$ cat src/rtl/icp_map.svh
// constants for the instruction cycle pipeline
// Functional notes
// RULE_01 - clock from one of four oscillators
// RULE_02 - four non-overlapping phases form one cycle
// RULE_03 - pc advances, fetch starts in phase one
// RULE_04 - phases two to four decode and execute
// RULE_05 - fetch overlaps execute, one cycle each
// RULE_06 - extended instructions take two cycles
// RULE_07 - pc-changing instructions cost one extra cycle
// RULE_08 - jump: get target, then transfer
// RULE_09 - eight-bit alu does all operations
// RULE_10 - data flows via accumulator and alu
// RULE_11 - pc increments unless jump loads target
// RULE_12 - taken skip replaces prefetch with dummy
// RULE_13 - pc low write jumps within page, dummy
// RULE_14 - reset restarts phase one, pipeline empty
// RULE_15 - taken branch flushes prefetched instruction
`ifndef ICP_MAP_SVH
`define ICP_MAP_SVH
`define ICP_PHASES 4
`define ICP_PC_RESET 15'h0000
`define ICP_PAGE_BITS 8
`define ICP_OP_NOP 4'h0
`define ICP_OP_JMP 4'h1
`define ICP_OP_CALL 4'h2
`define ICP_OP_SKZ 4'h3
`define ICP_OP_ADD 4'h4
`define ICP_OP_AND 4'h5
`define ICP_OP_OR 4'h6
`define ICP_OP_XOR 4'h7
`define ICP_OP_RR 4'h8
`define ICP_OP_RL 4'h9
`define ICP_OP_INC 4'ha
`define ICP_OP_DEC 4'hb
`define ICP_OP_MOVPCL 4'hc
`define ICP_OP_EXT 4'hd
`define ICP_OP_MOVI 4'he
`endif

$ cat src/rtl/icp_pkg.sv
// types for the instruction cycle pipeline
package icp_pkg;
  // oscillator selection
  typedef enum logic [1:0] {
    ext_fast_crystal_osc, ext_slow_crystal_osc, int_fast_rc_osc, int_slow_rc_osc
  } icp_osc_t;
  // one-hot phase strobes
  typedef struct packed {
    logic t4;
    logic t3;
    logic t2;
    logic t1;
  } icp_phase_t;
  // alu result
  typedef struct packed {
    logic [7:0] res;
    logic zero;
    logic carry;
  } icp_alu_t;
endpackage : icp_pkg

$ cat src/rtl/icp_alu.sv
// eight-bit arithmetic unit
`timescale 1ns/10ps
`default_nettype none
`include "icp_map.svh"
module icp_alu (
  input wire logic [3:0] op,
  input wire logic [7:0] acc,
  input wire logic [7:0] opnd,
  input wire logic cin,
  output icp_pkg::icp_alu_t result
);
  import icp_pkg::*;
  logic [8:0] sum; // add with carry out
  logic [8:0] r;
  assign sum = {1'b0, acc} + {1'b0, opnd};
  // operation select
  always_comb begin
    case (op)
      `ICP_OP_ADD: r = sum; // RULE_09
      `ICP_OP_AND: r = {cin, acc & opnd};
      `ICP_OP_OR: r = {cin, acc | opnd};
      `ICP_OP_XOR: r = {cin, acc ^ opnd};
      `ICP_OP_RR: r = {acc[0], acc[0], acc[7:1]}; // plain rotate, bit 0 wraps
      `ICP_OP_RL: r = {acc[7], acc[6:0], acc[7]}; // plain rotate, bit 7 wraps
      `ICP_OP_INC: r = {cin, acc + 8'h01};
      `ICP_OP_DEC: r = {cin, acc - 8'h01};
      `ICP_OP_SKZ: r = {cin, acc}; // branch decision on zero
      `ICP_OP_MOVI: r = {cin, opnd};
      default: r = {cin, acc};
    endcase
  end
  assign result.res = r[7:0];
  assign result.carry = r[8];
  assign result.zero = (r[7:0] == 8'h00);
endmodule : icp_alu
`default_nettype wire

$ cat src/rtl/icp_core.sv
// instruction cycle sequencer with two-stage fetch/execute pipeline
`timescale 1ns/10ps
`default_nettype none
`include "icp_map.svh"
module icp_core #(
  parameter int PC_W = 15
) (
  input wire logic clk,
  input wire logic sys_rst,
  input wire icp_pkg::icp_osc_t osc_sel,
  input wire logic [3:0] osc_tick,
  input wire logic [15:0] imem_data,
  output logic [PC_W-1:0] imem_addr,
  output logic imem_rd,
  output logic [7:0] acc_out,
  output logic [PC_W-1:0] pc_out,
  output logic exec_valid,
  output logic dummy_cycle,
  output icp_pkg::icp_phase_t phase_out
);
  import icp_pkg::*;
  // ************************
  // system clock selection
  // ************************
  logic sys_en; // one enable per system clock period
  assign sys_en = osc_tick[osc_sel]; // RULE_01
  icp_phase_t ph; // phase strobes
  icp_phase_gen u_phase (
    .clk(clk),
    .sys_rst(sys_rst),
    .sys_en(sys_en),
    .cycle_phase_clocks(ph)
  );
  assign phase_out = ph;
  // ************************
  // pipeline state
  // ************************
  logic [PC_W-1:0] pc_q; // next fetch address
  logic [15:0] fb_q; // word fetched this cycle, runs next cycle
  logic fb_valid_q; // fetched word still wanted
  logic is_ext_pend_q; // word now in the fetch buffer is an operand
  logic [15:0] ir_q; // prefetched word for execution
  logic ir_valid_q; // prefetched word is usable
  logic ext_q; // second word of extended op pending
  logic [7:0] ext_op_q; // operand from the second word low byte
  logic [3:0] ext_code_q;
  logic [7:0] acc_q; // accumulator
  logic c_q; // carry
  logic exec_q; // instruction retired
  logic dummy_q; // dummy cycle marker
  // ************************
  // decode of the word under execution
  // ************************
  wire [3:0] opc = ir_q[15:12];
  wire [7:0] imm = ir_q[7:0];
  wire do_exec = ph.t4 && ir_valid_q && !ext_q; // RULE_04
  wire is_jump = (opc == `ICP_OP_JMP) || (opc == `ICP_OP_CALL);
  wire is_pcl = (opc == `ICP_OP_MOVPCL);
  wire is_ext = (opc == `ICP_OP_EXT);
  icp_alu_t alu_r;
  wire [3:0] alu_op = ext_q ? ext_code_q : opc;
  wire [7:0] alu_b = ext_q ? ext_op_q : imm;
  icp_alu u_alu (
    .op(alu_op),
    .acc(acc_q),
    .opnd(alu_b),
    .cin(c_q),
    .result(alu_r)
  );
  wire skip_taken = (opc == `ICP_OP_SKZ) && alu_r.zero; // RULE_12
  wire take_jump = do_exec && is_jump; // RULE_08
  wire take_pcl = do_exec && is_pcl; // RULE_13
  wire take_skip = do_exec && skip_taken;
  wire flush = take_jump || take_pcl || take_skip; // RULE_15
  wire ext_done = ph.t4 && ext_q; // RULE_06
  wire alu_wr = (do_exec && !is_jump && !is_pcl && !is_ext && (opc != `ICP_OP_SKZ)
                 && (opc != `ICP_OP_NOP)) || ext_done;
  // ************************
  // next program counter
  // ************************
  logic [PC_W-1:0] pc_d;
  wire [PC_W-1:0] jmp_tgt = PC_W'(ir_q[11:0]);
  wire [PC_W-1:0] pcl_tgt = {pc_q[PC_W-1:`ICP_PAGE_BITS], acc_q};
  always_comb begin
    if (take_jump) begin
      pc_d = jmp_tgt; // RULE_07
    end else if (take_pcl) begin
      pc_d = pcl_tgt; // page jump, refetch RULE_13
    end else if (ph.t1) begin
      pc_d = pc_q + PC_W'(1); // RULE_03 RULE_11
    end else begin
      pc_d = pc_q;
    end
  end
  // fetch address: pc before increment in phase one
  assign imem_addr = pc_q;
  assign imem_rd = ph.t1; // RULE_03
  // ************************
  // pc and instruction register
  // ************************
  always_ff @(posedge clk or posedge sys_rst) begin
    if (sys_rst) begin
      pc_q <= `ICP_PC_RESET;
    end else begin
      pc_q <= pc_d;
    end
  end
  // fetch buffer: word taken in phase one, dropped on a flush
  always_ff @(posedge clk or posedge sys_rst) begin
    if (sys_rst) begin
      fb_q <= 16'h0000;
      fb_valid_q <= 1'b0; // RULE_14
    end else if (ph.t1) begin
      fb_q <= imem_data; // RULE_05
      fb_valid_q <= 1'b1;
    end else if (flush) begin
      fb_valid_q <= 1'b0; // RULE_15
    end
  end
  // execute stage takes the word fetched one cycle earlier
  always_ff @(posedge clk or posedge sys_rst) begin
    if (sys_rst) begin
      ir_q <= 16'h0000;
      ir_valid_q <= 1'b0; // RULE_14
    end else if (ph.t1) begin
      ir_q <= fb_q; // RULE_04
      ir_valid_q <= fb_valid_q && !is_ext_pend_q;
    end
  end
  // extended word: second word is operand
  always_ff @(posedge clk or posedge sys_rst) begin
    if (sys_rst) begin
      is_ext_pend_q <= 1'b0;
    end else if (do_exec && is_ext) begin
      is_ext_pend_q <= 1'b1;
    end else if (ph.t1) begin
      is_ext_pend_q <= 1'b0;
    end
  end
  always_ff @(posedge clk or posedge sys_rst) begin
    if (sys_rst) begin
      ext_q <= 1'b0;
      ext_code_q <= 4'h0;
      ext_op_q <= 8'h00;
    end else if (ph.t1 && is_ext_pend_q) begin
      ext_q <= 1'b1; // RULE_06
      ext_code_q <= ir_q[11:8];
      ext_op_q <= fb_q[7:0];
    end else if (ext_done) begin
      ext_q <= 1'b0;
    end
  end
  // ************************
  // accumulator datapath
  // ************************
  always_ff @(posedge clk or posedge sys_rst) begin
    if (sys_rst) begin
      acc_q <= 8'h00;
      c_q <= 1'b0;
    end else if (alu_wr) begin
      acc_q <= alu_r.res; // RULE_10
      c_q <= alu_r.carry;
    end
  end
  // ************************
  // status markers
  // ************************
  always_ff @(posedge clk or posedge sys_rst) begin
    if (sys_rst) begin
      exec_q <= 1'b0;
      dummy_q <= 1'b0;
    end else begin
      exec_q <= do_exec || ext_done;
      dummy_q <= ph.t4 && !ir_valid_q && !ext_q; // RULE_12
    end
  end
  assign acc_out = acc_q;
  assign pc_out = pc_q;
  assign exec_valid = exec_q;
  assign dummy_cycle = dummy_q;
endmodule : icp_core
`default_nettype wire

$ cat src/rtl/icp_phase_gen.sv
// four-phase generator for the instruction cycle
`timescale 1ns/10ps
`default_nettype none
`include "icp_map.svh"
module icp_phase_gen (
  input wire logic clk,
  input wire logic sys_rst,
  input wire logic sys_en,
  output icp_pkg::icp_phase_t cycle_phase_clocks
);
  import icp_pkg::*;
  // ****************
  // phase counter
  // ****************
  logic [1:0] ph_q; // current phase
  logic [1:0] ph_d;
  assign ph_d = sys_en ? ph_q + 2'h1 : ph_q;
  // restart at the first phase
  always_ff @(posedge clk or posedge sys_rst) begin
    if (sys_rst) begin
      ph_q <= 2'h0; // RULE_14
    end else begin
      ph_q <= ph_d;
    end
  end
  // one strobe per phase, never two at once
  assign cycle_phase_clocks.t1 = sys_en && (ph_q == 2'h0); // RULE_02
  assign cycle_phase_clocks.t2 = sys_en && (ph_q == 2'h1);
  assign cycle_phase_clocks.t3 = sys_en && (ph_q == 2'h2);
  assign cycle_phase_clocks.t4 = sys_en && (ph_q == 2'h3);
endmodule : icp_phase_gen
`default_nettype wire

$ cat config.mk
export PLATFORM = sky130hd
export DESIGN_NAME = icp_core
export DESIGN_NICKNAME = d
export VERILOG_FILES = /design/src/rtl/icp_pkg.sv /design/src/rtl/icp_alu.sv /design/src/rtl/icp_core.sv /design/src/rtl/icp_phase_gen.sv
export VERILOG_INCLUDE_DIRS = /design/src /design/src/rtl
export SDC_FILE = /design/constraint.sdc
export NUM_CORES = 1
export LEC_CHECK = 0
export ABC_AREA = 1
export BUFFER_PORTS_ARGS = -buffer_cell sky130_fd_sc_hd__buf_2
export CAP_MARGIN = 20
export CORE_MARGIN = 1.5
export CORE_UTILIZATION = 55
export DETAILED_ROUTE_END_ITERATION = 16
export GPL_TIMING_DRIVEN = 0
export PLACE_DENSITY = 0.84
export SLEW_MARGIN = 40
export SYNTH_ARGS = -nofsm -noshare
export SYNTH_HDL_FRONTEND = slang
export SYNTH_SLANG_ARGS = --single-unit
$ cat constraint.sdc
create_clock -name clk -period 3.25 [get_ports clk]
set_input_delay 0.325 -clock clk [delete_from_list [all_inputs] [get_ports clk]]
set_output_delay 0.325 -clock clk [all_outputs]
set_load 0.01 [all_outputs]
==> run metrics, run 1 <==
share of layout cells above drive strength 1 a little over a quarter; Nets 862; CP endpoint kind flop; via-per-instance ratio 5.52; Post-Layout Cell Count 924; Pre-antenna DRT Iters 6; CTS H-tree depth 3; flop2flop setup slack 0.13 ns; antenna diode count 0; nature of the critical path startpoint flop; synthesized cell area 5140 µm²; IO Pins 69; Leak 3.32 nW; vias in the first global route between 4000 and 5000; Seq/Total Area, Yosys 36.5%; Max Slew Vio Count 0; Met2 Routed Length 7.22 mm; Vias 5103; Max Cap Viol 0; first-pass GRT wire length roughly 23 mm; worst min-delay path class in2reg; count of cell types in the netlist 48; die area roughly 9900 µm²; DIE WIDTH 99.7 µm; largest vdd supply drop 693 µV; Clock Root Buffer clkbuf_8; Die H between 90 and 100 µm; Synth Register Bits 75; Worst R2R Start ext_q$_DFFE_PP0P_; power density cells 1250 nW/µm²; main flop type after synthesis dfrtp_1; Worst EP required around 3.5 ns; placed insts 876; CP max FO 8; Row Count 35; wl on met1 ~6 mm; syn_nets 750; Num Clock Sinks 75; total congestion overflow 0; largest net degree at the start of global routing 65; final setup vio count 0; DPL Wire Length 10.0 mm; PortBufs about 70; EDFF count, synth 0; crit path capture fb_valid_q$_DFFE_PP0P_; Final min period about 3.1 ns; Worst Hold Slack ~0.16 ns; RePlAce Congestion 0.973; outcome completed; critical path class reg2reg; drt drc 0; pre-CTS setup slack -0.325 ns; core box area 9150 µm²; Num CTS Buffers 9; Achievable Freq around 320 MHz; crit path launch ext_q$_DFFE_PP0P_; All-Layer GR Usage 28.7%; Crit Reg-Reg Endpoint fb_valid_q$_DFFE_PP0P_; later-pin clock latency in the skew report 0.36 ns; Ys Warns 0; Async S/R FF share, synth 100%; R2R depth 24; Design Power 7.94 mW; Worst-Margin Slew 0.619 ns; Post-DRT Antenna Nets 0; Routed WL 14.6 mm; Max Root-Sink Buffers 2; final hold vios 0; Iteration-0 DRC Markers 414; Initial Util 56.2%; min-delay src imem_data[9]; CTS clk-pin slew, worst paths 0.09 ns; CTS tree yes; fin crit share 96.0%; skew final 0.0151 ns; Area Growth Syn to Fin 23.1%; Final WS setup 0.131 ns; WL met3 878 µm; Syn Inst Count 696; worst endpoint data arrival time 3.35 ns; max_slew headroom 58.6%; highest routed metal layer met4; antenna violations before repair 0; DR WL/cell 15.8 µm; syn avg cell area 7.39 µm²
[timing repair]
action                                 CTS  global route
buffers inserted                         6            24
setup endpoints to repair                1             2
pin swaps                                3            25
gates resized for setup                  8            45
endpoints found under the hold margin   11             0
hold buffers                             1             0
gates cloned                             0             1
[registers in the layout (all words and copies together) (netlist names), 2 cells and up]
register and count:
acc_out 8, ir_q 16, ext_code_q 4, imem_addr 15, fb_q 16, u_phase.ph_q 2, ext_op_q 8
[cell families after synthesis]
| family | after synthesis | share of synthesized area [%] |
|---|---|---|
| xor+xnor | 12 | 2.04 |
| simple gates | 330 | 29.2 |
| buf+inv | 130 | 11.3 |
| flops | 75 | 36.5 |
| compound gates | 119 | 13.5 |
| fa+ha+maj | 30 | 7.45 |
[synthesized netlist by cell type (all sizes together), types with 5 or more instances]
cell type | number | share of area, %
nor2 | 55 | 5.3
nand2 | 217 | 17
a31oi | 5 | 0.61
ha | 29 | 7.1
clkbuf | 8 | 0.58
nand4 | 7 | 0.85
inv | 100 | 7.3
buf | 21 | 3.3
o21ai | 81 | 8.3
a21oi | 13 | 1.5
nor3 | 8 | 1.0
xor2 | 9 | 1.5
nand3 | 36 | 4.0
dfrtp | 75 | 37
[routing by layer]
metal	vias up	global-route usage [%]
li1	2446	-
met1	2373	37.2
met2	231	48.1
met3	53	4.43
met4	0	11.5
met5	-	0
[critical path, stage by stage (launching register included)]
cell and delay [ns]:
dfrtp_1 0.42, buf_6 0.16, buf_12 0.14, nand2_4 0.06, nand2_4 0.07, inv_4 0.08, ha_4 0.15, nand3_4 0.08
xor2_1 0.14, o21ai_1 0.14, ha_1 0.29, buf_6 0.14, nand3b_1 0.14, nand2_1 0.07, inv_1 0.03, nand2_1 0.05
nand2_1 0.06, nor2_1 0.08, nand3_1 0.10, nor2_1 0.12, nand3_1 0.13, nor2_1 0.13, nand2_1 0.09, nand2_1 0.08
nand2_1 0.05
[how the worst min path moves through the flow]
stage / end / slack, ns / cells past startpoint
after global routing: fb_q[10]$_DFFE_PP0P_ / 0.16 / 3
after global placement: fb_q[15]$_DFFE_PP0P_ / 0.46 / 2
after CTS: fb_q[10]$_DFFE_PP0P_ / 0.15 / 3
after detailed placement: u_phase.ph_q[1]$_DFFE_PP0P_ / 0.25 / 2
after floorplan: fb_q[10]$_DFFE_PP0P_ / 0.43 / 2
final: fb_q[9]$_DFFE_PP0P_ / 0.16 / 3
[cell type report]
| cell class | instances | area (µm²) |
|---|---|---|
| timing repair buffer | 101 | 636 |
| fill | 710 | 2820 |
| multi-input combinational | 491 | 2870 |
| clock inverter | 7 | 82.6 |
| tap | 111 | 139 |
| inverter | 101 | 387 |
| clock buffer | 9 | 124 |
| buffer | 29 | 213 |
| sequential | 75 | 1880 |
[power breakdown]
| part | internal, mW | total [mW] | switching, mW |
|---|---|---|---|
| Sequential | 1.32 | 1.72 | 0.403 |
| Clock | 0.367 | 0.763 | 0.396 |
| Combinational | 2.25 | 5.45 | 3.20 |
[metrics by stage]
stage | util (%) | area (µm²) | setup TNS [ns]
global placement | 61.4 | 5620 | -0.201
finish | 69.2 | 6330 | 0
detailed placement | 61.8 | 5650 | -0.325
CTS | 64.9 | 5940 | 0
floorplan | - | 5140 | 0
global route | 69.2 | 6330 | -0.0465
[placed cells by master (no fill, tap or decap), drive strengths merged, types with 2 or more instances in the layout]
cell / n
nand2: 217
buf: 120
inv: 103
o21ai: 81
dfrtp: 75
nor2: 55
nand3: 36
ha: 29
clkbuf: 18
a21oi: 13
xor2: 9
nor3: 8
nand4: 7
a31oi: 5
o221ai: 4
a22oi: 4
o211ai: 3
nand3b: 3
xnor2: 3
clkinvlp: 2
nor4: 2
clkinv: 2
(Power assumes the default switching activity.)
==> run 2, diff against run 1 <==
--- a/config.mk
+++ b/config.mk
@@ -6,7 +6,6 @@
 export SDC_FILE = /design/constraint.sdc
 export NUM_CORES = 1
 export LEC_CHECK = 0
-export ABC_AREA = 1
 export BUFFER_PORTS_ARGS = -buffer_cell sky130_fd_sc_hd__buf_2
 export CAP_MARGIN = 20
 export CORE_MARGIN = 1.5
==> run 2 against run 1 <==
- the flow now finishes with violations (setup timing)
- core utilization grew 3.1 points
- clock power up 3.8%
- routed wire length increased by 12%
- die area shrank 2.0%
- combinational power decreased by 21%
- sequential power grew 4%
==> run metrics, run 2 <==
outcome complete, but fails checks (was completed); failing checks setup timing; register area 1880 µm² (about the same); Design Area, Final 6370 µm² (was 6330 µm²); clock network fraction of total power 11.5% (was 9.6%); Area Growth Syn to Fin 26.4% (was 23.1%); placed insts 763 (was 876); CTS H-tree depth 3 (unchanged); Clock Root Buffer clkbuf_8 (unchanged); total congestion overflow 0 (unchanged); syn_nets 640 (was 750); combinational group share of total power 62.7% (was 68.7%); Nets 738 (was 862); top cells by count, synth nand2_1, dfrtp_1, o21ai_0, ha_1, inv_1 (was nand2_1, inv_1, dfrtp_1, o21ai_0, nor2_1); die area 9740 µm² (was 9940 µm²); share of layout cells above drive strength 1 29.2% (was 26.3%); nature of the critical path startpoint flop (unchanged); first-pass GRT wire length 25.4 mm (was 22.6 mm); CTS clk-pin slew, worst paths 0.09 ns (about the same); Achievable Freq 306 MHz (was 321 MHz); Num Clock Sinks 75 (unchanged); Design Power 6.91 mW (was 7.94 mW); DPL Wire Length 11.2 mm (was 10.0 mm); RePlAce Congestion 0.969 (was 0.973); max_slew headroom 51.1% (was 58.6%); Worst Hold Slack 0.146 ns (was 0.162 ns); Ys Warns 0 (unchanged); Num CTS Buffers 9 (unchanged); Worst-Margin Slew 0.731 ns (was 0.619 ns); Crit Reg-Reg Endpoint acc_out[7]$_DFFE_PP0P_ (was fb_valid_q$_DFFE_PP0P_); R2R depth 13 (was 24); IO Pins 69 (unchanged); PortBufs 68 (unchanged); drt drc 0 (unchanged); flop2flop setup slack -0.02 ns (was 0.13 ns); min-delay src imem_data[10] (was imem_data[9]); Max Cap Viol 0 (unchanged); Flop pwr share 25.9% (was 21.7%); core box area 8810 µm² (was 9150 µm²); RSZ-0062 raised after global routing true; internal power 3.53 mW (was 3.94 mW); multi-input logic area 3170 µm² (was 2870 µm²); Vias 5073 (was 5103); EDFF count, synth 0 (unchanged); Worst EP required 3.48 ns (about the same); power density cells 1080 nW/µm² (was 1250 nW/µm²); Syn Inst Count 586 (was 696); CTS tree yes (unchanged); largest net degree at the start of global routing 59 (was 65); synth top area cells dfrtp_1, nand2_1, ha_1 (unchanged); CP endpoint kind flop (unchanged); skew final 0.0120 ns (was 0.0151 ns); DR WL/cell 20.5 µm (was 15.8 µm); net switching power 3.38 mW (was 4.00 mW); syn avg cell area 8.59 µm² (was 7.39 µm²); WHS Endpoint fb_q[10]$_DFFE_PP0P_ (was fb_q[9]$_DFFE_PP0P_); Die H 98.7 µm (was 99.7 µm); Post-DRT Antenna Nets 0 (unchanged); Synth Register Bits 75 (unchanged); Leak 3.09 nW (was 3.32 nW); critical path class reg2reg (unchanged); DP Area 5550 µm² (was 5650 µm²); sw frac 48.9% (was 50.4%); largest area contributor in the netlist dfrtp_1 (unchanged); Post-Layout Cell Count 797 (was 924); main flop type after synthesis dfrtp_1 (unchanged); vias in the first global route 4900 (was 4694); cell with the most instances after synthesis nand2_1 (unchanged); Iteration-0 DRC Markers 347 (was 414); area share of the leading cell type in the synthesized netlist 37.3% (was 36.5%); worst endpoint data arrival time 3.50 ns (was 3.35 ns); synthesized cell area 5030 µm² (was 5140 µm²); antenna diode count 0 (unchanged); via-per-instance ratio 6.37 (was 5.52); worst min-delay path class in2reg (unchanged); Async S/R FF share, synth 100% (unchanged); final setup vio count 2 (was 0); count of cell types in the netlist 65 (was 48); Final min period 3.27 ns (was 3.12 ns); later-pin clock latency in the skew report 0.36 ns (about the same); fin crit share 101% (was 96.0%); final hold vios 0 (unchanged); Fill cells 635 (was 710); Initial Util 57.2% (was 56.2%); Pre-antenna DRT Iters 7 (was 6); DIE WIDTH 98.7 µm (was 99.7 µm); Worst R2R Start ext_q$_DFFE_PP0P_ (unchanged); All-Layer GR Usage 33.8% (was 28.7%); CP max FO 7 (was 8); Seq/Total Area, Yosys 37.3% (was 36.5%); Max Root-Sink Buffers 2 (unchanged); Row Count 34 (was 35); antenna violations before repair 0 (unchanged); largest vdd supply drop 529 µV (was 693 µV); Max Slew Vio Count 0 (unchanged); Hold Path Stages 3 (unchanged); Routed WL 16.4 mm (was 14.6 mm); commonest non-fill, non-tap cell in the layout nand2_1 (unchanged); Final WS setup -0.0209 ns (was 0.131 ns); commonest non-fill, non-tap cells in the layout nand2_1, dfrtp_1, buf_2, buf_4, o21ai_0 (was nand2_1, inv_1, dfrtp_1, buf_2, o21ai_0)
[run 2: cell types whose count changed in the layout (fill, tap and decap cells not counted), moves of 11 or more]
cell     change
a21oi_1     +15
buf_4       -14
inv_1       -59
inv_2       -12
mux2_2      +17
nand2_1     -47
nand2_2     -11
nand3_1     -16
nor2_1      -22
o21ai_0     -34
[run 2: through the flow]
stage	worst slack, ns	util [%]	TNS (ns)
6_report	-0.0209	72.3	-0.0238
5_1_grt	-0.0891	72.3	-0.175
4_1_cts	-0.000956	70.2	-0.00108
3_5_place_dp	-0.565	63.0	-1.52
3_3_place_gp	-0.537	62.6	-1.34
2_1_floorplan	0.00802	-	0
[run 2: repair_timing]
item | 4_1_cts | 5_1_grt
endpoints found under the setup margin | 7 | 6
resized for setup | 48 | 34
setup buffers | 17 | 4
cloned | 1 | 0
hold endpoints to repair | 17 | 0
pin swaps | 14 | 21
hold buffers | 1 | 0
[run 2: layer usage]
layer / share of wire (%) / GRT usage (%) / vias up
met5: 0 / 0 / -
met2: 49 / 57.7 / 283
met3: 7.2 / 5.89 / 75
met4: 4.6 / 15.8 / 0
met1: 39 / 42.0 / 2464
li1: - / - / 2251
[run 2: logic make-up after synthesis]
kind of cell               Yosys count  synth area share (%)
and+or+nand+nor                    240                  22.3
AOI/OAI and AO/OA                  120                  15.5
muxes                               35                  7.70
xor gates and xnor gates            17                  2.96
DFF                                 75                  37.3
buffers and inverters               69                  6.68
adders and majority gates           30                  7.60
[run 2: worst max-delay path, cell delays in order, from the launching register on]
cell and delay (ns):
dfrtp_2 0.48, buf_4 0.16, nor4bb_4 0.39, or2_4 0.26, nand2_4 0.10, o21ai_1 0.14
ha_1 0.28, or2_2 0.32, a21oi_4 0.17, a31oi_4 0.06, and4_4 0.18, or4_4 0.43
nand3_4 0.08, mux2i_1 0.07
[run 2: power by group through the flow]
stage	Sequential [mW]	Combinational [mW]	Clock [mW]
2_1_floorplan	1.62	2.36	0
3_3_place_gp	1.70	3.16	0
3_5_place_dp	1.73	3.27	0
4_1_cts	1.73	3.83	0.803
5_1_grt	1.83	4.66	0.836
6_report	1.79	4.33	0.792
[run 2: cell type report]
type                            instances  area share (%)
Buffer                                 35            3.38
Sequential cell                        75            29.5
Inverter                               29            1.85
Tap cell                              108            2.12
Clock inverter                          7            1.49
Timing Repair Buffer                   92            9.89
Multi-Input combinational cell        442            49.8
Clock buffer                            9            1.95
[run 2: worst max-delay path by stage]
stage                       from                     end  slack [ns]  cells after the start
6_report       ext_q$_DFFE_PP0P_  acc_out[7]$_DFFE_PP0P_       -0.02                     13
5_1_grt        ext_q$_DFFE_PP0P_  acc_out[7]$_DFFE_PP0P_       -0.09                     13
4_1_cts        ext_q$_DFFE_PP0P_  acc_out[7]$_DFFE_PP0P_      -0.001                     16
2_1_floorplan  ext_q$_DFFE_PP0P_  acc_out[7]$_DFFE_PP0P_       0.008                     15
3_3_place_gp   ext_q$_DFFE_PP0P_  fb_valid_q$_DFFE_PP0P_       -0.54                     11
3_5_place_dp   ext_q$_DFFE_PP0P_  fb_valid_q$_DFFE_PP0P_       -0.57                     13
